File: config.mk
export PLATFORM = sky130hd
export DESIGN_NAME = second_channel_arb_capability
export DESIGN_NICKNAME = d
export VERILOG_FILES = /design/src/include/cap_pkg.sv /design/src/hw/cap_word_builder.sv /design/src/hw/second_channel_arb_capability.sv
export SDC_FILE = /design/constraint.sdc
export NUM_CORES = 1
export LEC_CHECK = 0
export ABC_AREA = 1
export BUFFER_PORTS_ARGS = -buffer_cell sky130_fd_sc_hd__buf_2
export CAP_MARGIN = 10
export CORE_MARGIN = 1.5
export CORE_UTILIZATION = 23
export CTS_CLUSTER_SIZE = 14
export DETAILED_ROUTE_END_ITERATION = 6
export PLACE_DENSITY = 0.8
export SYNTH_ARGS = -nofsm -noshare
export SYNTH_HDL_FRONTEND = slang
export SYNTH_SLANG_ARGS = --single-unit
File: constraint.sdc
create_clock -name clock -period 0.9 [get_ports clock]
set_input_delay 0.09 -clock clock [delete_from_list [all_inputs] [get_ports clock]]
set_output_delay 0.09 -clock clock [all_outputs]
set_load 0.02 [all_outputs]
File: src/include/cap_pkg.sv
// Constants and carriers for the second channel arbitration capability register
`default_nettype none
package cap_pkg;
  // Location in the extended configuration space
  localparam logic [11:0] CAP_OFFSET = 12'h16C;
  localparam int ADDR_WIDTH = 12;
  localparam int DATA_WIDTH = 32;

  // Field positions
  localparam int TABLE_OFFSET_LSB = 24;
  localparam int TABLE_OFFSET_MSB = 31;
  localparam int RSVD_HIGH_BIT = 23;
  localparam int MAX_SLOTS_LSB = 16;
  localparam int MAX_SLOTS_MSB = 22;
  localparam int SNOOP_REJECT_BIT = 15;
  localparam int SWITCHING_ONLY_BIT = 14;
  localparam int RSVD_MID_LSB = 8;
  localparam int RSVD_MID_MSB = 13;
  localparam int SCHEME_LSB = 0;
  localparam int SCHEME_MSB = 7;

  // Scheme bit positions inside the support field
  localparam int SCHEME_FIXED_RR = 0;
  localparam int SCHEME_WRR32 = 1;
  localparam int SCHEME_WRR64 = 2;
  localparam int SCHEME_WRR128 = 3;
  localparam int SCHEME_TB_WRR128 = 4;
  localparam int SCHEME_WRR256 = 5;
  localparam int SCHEME_RSVD6 = 6;
  localparam int SCHEME_RSVD7 = 7;

  // Field values
  localparam logic [7:0] TABLE_OFFSET_VALUE = 8'h07;
  localparam logic [6:0] MAX_SLOTS_VALUE = 7'h7F;
  localparam logic SNOOP_REJECT_VALUE = 1'h0;
  localparam logic SWITCHING_ONLY_VALUE = 1'h0;
  localparam logic [7:0] SCHEME_SUPPORT_VALUE = 8'h11;
  localparam logic [31:0] CAP_RESET = 32'h077F0011;

  // Cycles from an accepted request to its answer
  localparam int ANSWER_CYCLES = 1;

  typedef struct packed {
    logic rd;
    logic wr;
    logic [11:0] addr;
    logic [3:0] byte_en;
    logic [31:0] wdata;
  } cfg_req_t;

  typedef struct packed {
    logic ack;
    logic hit;
    logic [31:0] rdata;
  } cfg_rsp_t;

  typedef struct packed {
    logic enable;
    logic [2:0] channel_id;
    logic [2:0] scheme_choice_field;
    logic negotiation_pending;
  } channel_settings_t;

  typedef enum logic {
    ST_IDLE,
    ST_ANSWER
  } access_state_t;
endpackage : cap_pkg
`default_nettype wire
File: src/hw/cap_word_builder.sv
// Packs the hardwired capability fields into one register word
`timescale 1ns/10ps
`default_nettype none
module cap_word_builder #(
  parameter logic [7:0] TABLE_OFFSET = cap_pkg::TABLE_OFFSET_VALUE,
  parameter logic [6:0] MAX_SLOTS = cap_pkg::MAX_SLOTS_VALUE,
  parameter logic [7:0] SCHEME_SUPPORT = cap_pkg::SCHEME_SUPPORT_VALUE
) (
  output logic [31:0] cap_word
);
  function automatic logic [31:0] pack_word(input logic [7:0] offs, input logic [6:0] slots,
                                            input logic [7:0] schemes);
    logic [31:0] w;
    w = 32'h00000000;
    w[cap_pkg::TABLE_OFFSET_MSB:cap_pkg::TABLE_OFFSET_LSB] = offs;
    w[cap_pkg::RSVD_HIGH_BIT] = 1'h0;
    w[cap_pkg::MAX_SLOTS_MSB:cap_pkg::MAX_SLOTS_LSB] = slots;
    w[cap_pkg::SNOOP_REJECT_BIT] = cap_pkg::SNOOP_REJECT_VALUE;
    w[cap_pkg::SWITCHING_ONLY_BIT] = cap_pkg::SWITCHING_ONLY_VALUE;
    w[cap_pkg::RSVD_MID_MSB:cap_pkg::RSVD_MID_LSB] = 6'h00;
    // Reserved scheme positions never advertise anything
    w[cap_pkg::SCHEME_MSB:cap_pkg::SCHEME_LSB] = schemes & 8'h3F;
    return w;
  endfunction : pack_word

  assign cap_word = pack_word(TABLE_OFFSET, MAX_SLOTS, SCHEME_SUPPORT);
endmodule : cap_word_builder
`default_nettype wire

File: src/hw/second_channel_arb_capability.sv
// Read-only capability register of the second virtual channel in configuration space
`timescale 1ns/10ps
`default_nettype none
module second_channel_arb_capability (
  input wire logic clock,
  input wire logic rst_n,
  input wire logic clk_en,
  input wire cap_pkg::cfg_req_t cfg_req,
  input wire cap_pkg::channel_settings_t channel_settings,
  output cap_pkg::cfg_rsp_t cfg_rsp
);
  function automatic logic addr_hit(input logic [11:0] addr);
    return addr[11:2] == cap_pkg::CAP_OFFSET[11:2];
  endfunction : addr_hit

  logic [31:0] cap_word;
  cap_pkg::access_state_t state_reg;
  cap_pkg::access_state_t state_next;
  cap_pkg::cfg_rsp_t rsp_reg;
  cap_pkg::cfg_rsp_t rsp_next;
  logic accept;

  cap_word_builder #(
    .TABLE_OFFSET(cap_pkg::TABLE_OFFSET_VALUE),
    .MAX_SLOTS(cap_pkg::MAX_SLOTS_VALUE),
    .SCHEME_SUPPORT(cap_pkg::SCHEME_SUPPORT_VALUE)
  ) u_builder (
    .cap_word(cap_word)
  );

  // One access is taken in idle; the answer follows in the next enabled cycle
  assign accept = (state_reg == cap_pkg::ST_IDLE) && (cfg_req.rd || cfg_req.wr);

  always_comb begin
    state_next = state_reg;
    rsp_next = rsp_reg;
    rsp_next.ack = 1'b0;
    case (state_reg)
      cap_pkg::ST_IDLE: begin
        if (accept) begin
          state_next = cap_pkg::ST_ANSWER;
          rsp_next.ack = 1'b1;
          rsp_next.hit = addr_hit(cfg_req.addr);
          // Writes are acknowledged but never stored; reads see the fixed word
          if (cfg_req.rd && addr_hit(cfg_req.addr)) begin
            rsp_next.rdata = cap_word;
          end else begin
            rsp_next.rdata = 32'h00000000;
          end
        end
      end
      cap_pkg::ST_ANSWER: begin
        state_next = cap_pkg::ST_IDLE;
        rsp_next.hit = 1'b0;
        rsp_next.rdata = 32'h00000000;
      end
      default: begin
        state_next = cap_pkg::ST_IDLE;
      end
    endcase
  end

  always_ff @(posedge clock) begin
    if (!rst_n) begin
      state_reg <= cap_pkg::ST_IDLE;
      rsp_reg <= '0;
    end else if (clk_en) begin
      state_reg <= state_next;
      rsp_reg <= rsp_next;
    end
  end

  assign cfg_rsp = rsp_reg;

  // Helper state for checks only: the last read answer and the settings it was given under
  logic seen_read_reg;
  logic seen_read_next;
  logic [31:0] last_read_reg;
  logic [31:0] last_read_next;
  cap_pkg::channel_settings_t last_settings_reg;
  cap_pkg::channel_settings_t last_settings_next;
  logic read_answer;
  assign read_answer = cfg_rsp.ack && cfg_rsp.hit && (cfg_rsp.rdata != 32'h00000000);

  always_comb begin
    seen_read_next = seen_read_reg;
    last_read_next = last_read_reg;
    last_settings_next = last_settings_reg;
    // Write answers carry zero and must not become the reference word
    if (read_answer) begin
      seen_read_next = 1'b1;
      last_read_next = cfg_rsp.rdata;
      last_settings_next = channel_settings;
    end
  end

  always_ff @(posedge clock) begin
    if (!rst_n) begin
      seen_read_reg <= 1'b0;
      last_read_reg <= 32'h00000000;
      last_settings_reg <= '0;
    end else if (clk_en) begin
      seen_read_reg <= seen_read_next;
      last_read_reg <= last_read_next;
      last_settings_reg <= last_settings_next;
    end
  end

  logic read_hit_taken;
  logic write_hit_taken;
  assign read_hit_taken = clk_en && accept && cfg_req.rd && addr_hit(cfg_req.addr);
  assign write_hit_taken = clk_en && accept && cfg_req.wr && !cfg_req.rd && addr_hit(cfg_req.addr);
endmodule : second_channel_arb_capability
`default_nettype wire

Yosys cells after proc, flatten, opt, wreduce, memory -nomap -nowiden
Index checks and enable logic that the tools add are counted.
{"block": "totals", "elab_cells": 17, "reg_bits": 35, "out_inout_bits": 34}
{"block": "classes", "reduce_logical": 4, "bitwise_logic": 1, "n_mux": 6, "n_eq_ne": 2}
{"cell": "33-bit case mux with 2 select lines", "count": 1}
{"cell": "34-bit two-way mux", "count": 1}
{"cell": "27-bit two-way mux", "count": 1}
{"cell": "10-bit by 7-bit equality test with 1-bit output (second input constant)", "count": 1}
{"cell": "1-bit logical AND", "count": 2}
{"cell": "1-bit two-way mux", "count": 2}
{"cell": "2-bit inequality test (second input constant)", "count": 1}
{"cell": "1-bit case mux with 2 select lines", "count": 1}
{"cell": "2-bit AND reduction", "count": 1}
{"cell": "1-bit logical OR", "count": 1}
{"cell": "1-bit NOT", "count": 1}

Logic depth before layout (Yosys ltp)
{"block": "depth", "word_depth": 5, "mapped_depth": 6, "ltp_nobuf": 6}

Cells and area by module
From an unflattened synthesis, not the netlist that was laid out.
{"block": "unflattened", "hier_cells": 271, "hier_area_um2": 2082.0}
{"module": "second_channel_arb_capability", "instances": 1, "area_per_inst_um2": 1834.3, "seq_area_each_um2": 680.7, "cells_per_inst": 237}
{"module": "cap_word_builder", "instances": 1, "area_per_inst_um2": 247.7, "seq_area_each_um2": 0.0, "cells_per_inst": 34}

Least setup slack after synthesis
No wires, ideal clock.
{"block": "synth_path", "kind": "reg2out", "start": "reg cfg_rsp[26] (netlist name)", "end": "out cfg_rsp[16] (netlist bit)", "t_required_ns": 0.810, "stages_incl_launch_ff": 2, "setup_slack_ns": -0.008, "t_arrival_ns": 0.818, "cell_sequence": "dfxtp_1 -> buf_4"}
{"item": "end: declaration", "line": "second_channel_arb_capability.sv:10", "rtl": "output cap_pkg::cfg_rsp_t cfg_rsp"}

==> flow_metrics.tcl <==
set metrics [dict create \
    cp.arrival_ns 0.79 \
    core.rowCount 15 \
    ios 95 \
    hpwlAfterDp_um 530 \
    cts_tree "yes" \
    cts_max_level 1 \
    p_total_w 0.000513 \
    finalWirelength_um 619 \
    skew_ns 0.000334 \
    power.switching_w 0.000178 \
    drt_iter0_markers 2 \
    grt_pass1_vias 282 \
    ys_seq_area_share_pct 14.0 \
    hold_viol_final 0 \
    antenna_found_initial 0 \
    largest_register_ffs 2 \
    initial_core_util_pct 24.6 \
    crit_type "flip-flop to output port" \
    synth_edf_count 0 \
    die-area_mm2 0.00213 \
    cts_sinks 3 \
    rrSetupSlack_ns 0.07 \
    layout_min_cycle_time_ns 0.878 \
    clockPowerShare_pct 45.1 \
    grt_start_max_net_pins 14 \
    synth_top_area_cell "buf_4" \
    vias 348 \
    worstPathCellList "buf_4" \
    clockRootBuffer "clkbuf_4" \
    antenna_left 0 \
    synth_common_cells "32 x buf_4, 8 x nand2_1, 8 x nor2_1" \
    place.gp.congestion 0.675 \
    cp.required_ns 0.81 \
    floorplan.die.height_um 46.2 \
    finalNonFillerCells 108 \
    synth_area_per_cell_um2 6.71 \
    final_layout_size_suffix_gt1_share_pct 42.2 \
    design.core.area_mm2 0.00175 \
    syn_area_um2 429 \
    pwr-share-comb_pct 28.4 \
    die_w_um 46.2 \
    yosysMostFrequentCell "buf_4" \
    crit_family "flip-flops" \
    swShare_pct 34.7 \
    hp-class "input port to flip-flop" \
    ir_drop_mv 0.243 \
    cap_viol_max_count 0 \
    ys_ff_latch 3 \
    finalHoldWorstSlack_ns 0.119 \
    p_int_w 0.000335 \
    port_buffers 28 \
    tns_ns 0 \
    setup_viol 0 \
    power_leakage_nw 0.303 \
    fin_crit_sh_pct 97.5 \
    slowest_stage "dfxtp_4" \
    pwr_density_cell_mw_per_mm2 1040 \
    diodes 0 \
    path_max_fanout 13 \
    cts_buffer_depth 2 \
    async_flop_share_pct 0 \
    clkLatencyLatePin_ns 0.23 \
    outcome "finished clean" \
    grt-ovfl-total 0 \
    grt_pass1_wl_um 883 \
    dpl.cell_count 104 \
    synthDistinctLibCells 11 \
    start_kind "flip-flop" \
    drv_slew 0 \
    synth.top_cell.area_share_pct 56.0 \
    syn_inst 64 \
    area_growth_pct 14.6 \
    fin_nets 145 \
    ys.warnings.count 0 \
    final_util_pct 28.2 \
    critPathCaptureType "output port" \
    wl_per_cell_um 5.73 \
    slowest_delay_ns 0.40 \
    critPathBufInv 1 \
    yosys-top-cells-area "buf_4 56%, dfxtp_1 14%, nand2_1 7.0%" \
    max_freq_mhz 1140 \
    vias_per_cell 3.22 \
    ys.flop_type "dfxtp_1" \
    drtPass1Iterations 3 \
    rsz0062_at_grt "true" \
    clkSlewWorstSetupHoldPaths_ns 0.04 \
    power_frac_seq_pct 26.5 \
    numCtsBuffers 3 \
    drc 0 \
    grtUsageTotal_pct 6.13 \
]
-- metrics by stage --
step / setup WS (ns) / cell area, um2
global placement: 0.0883 / 433
global route: -0.0385 / 492
CTS: 0.00959 / 467
detailed placement: 0.0675 / 433
finish: 0.0222 / 492
floorplan: 0.141 / 502
-- cell type report --
| type | instances | area, um2 |
|---|---|---|
| flip-flops and latches | 3 | 63.8 |
| well taps | 25 | 31.3 |
| clock buffers | 4 | 26.3 |
| multi-input cells | 42 | 178 |
| fillers | 206 | 1250 |
| inverters | 6 | 22.5 |
| repair buffers | 28 | 170 |
-- worst paths after layout --
path | cells past startpoint | startpoint | to
worst max-delay path | 1 | cfg_rsp[26] | cfg_rsp[17]
worst min-delay path | 3 | rst_n | state_reg
worst max register to register | 5 | state_reg | cfg_rsp[32]
worst min register to register | 2 | cfg_rsp[32] | cfg_rsp[32]
-- power groups by stage --
stage	registers, W	logic, W	clock network, W
floorplan	0.000141	0.000178	0
global placement	0.000141	0.000144	0
detailed placement	0.000141	0.000145	0
CTS	0.000136	0.000145	0.000244
global route	0.000136	0.000161	0.000271
finish	0.000136	0.000146	0.000231
-- per-layer routing --
metal / routed length [um] / vias to the layer above / track usage (%)
met5: 0 / - / 0
met4: 0 / 0 / 5.14
met3: 79 / 0 / 3.53
met2: 338 / 31 / 11.9
met1: 201 / 140 / 3.71
li1: - / 177 / -
-- cell families (layout without fill, tap and decap cells) --
kind of cell,count (synthesis),in the layout,synth area share [%]
buffers and inverters,38,38,61.2
DFF,3,3,14.0
other,1,20,0.874
and+or+nand+nor,20,20,21.6
AOI/OAI and AO/OA,2,2,2.33
-- layout by cell type (no fill, tap or decap) --
cell / Yosys / final
a21oi_1: 2 / 2
nand3_1: 2 / 2
nor2_1: 8 / 8
buf_4: 32 / 12
dfxtp_4: 0 / 1
nand2_1: 8 / 8
inv_1: 5 / 5
clkbuf_4: 0 / 3
nor3_4: 1 / 1
dfxtp_1: 3 / 2
inv_2: 1 / 1
clkbuf_1: 0 / 1
buf_2: 0 / 16
nor2_2: 1 / 1
conb_1: 1 / 20
-- timing repair --
item                                    CTS  global route
hold buffers                              0             0
setup buffers                             0             0
gates resized for setup                   3            10
hold endpoints to repair                  0             0
endpoints found under the setup margin   12            12
Power figures use the tool's default switching activity.
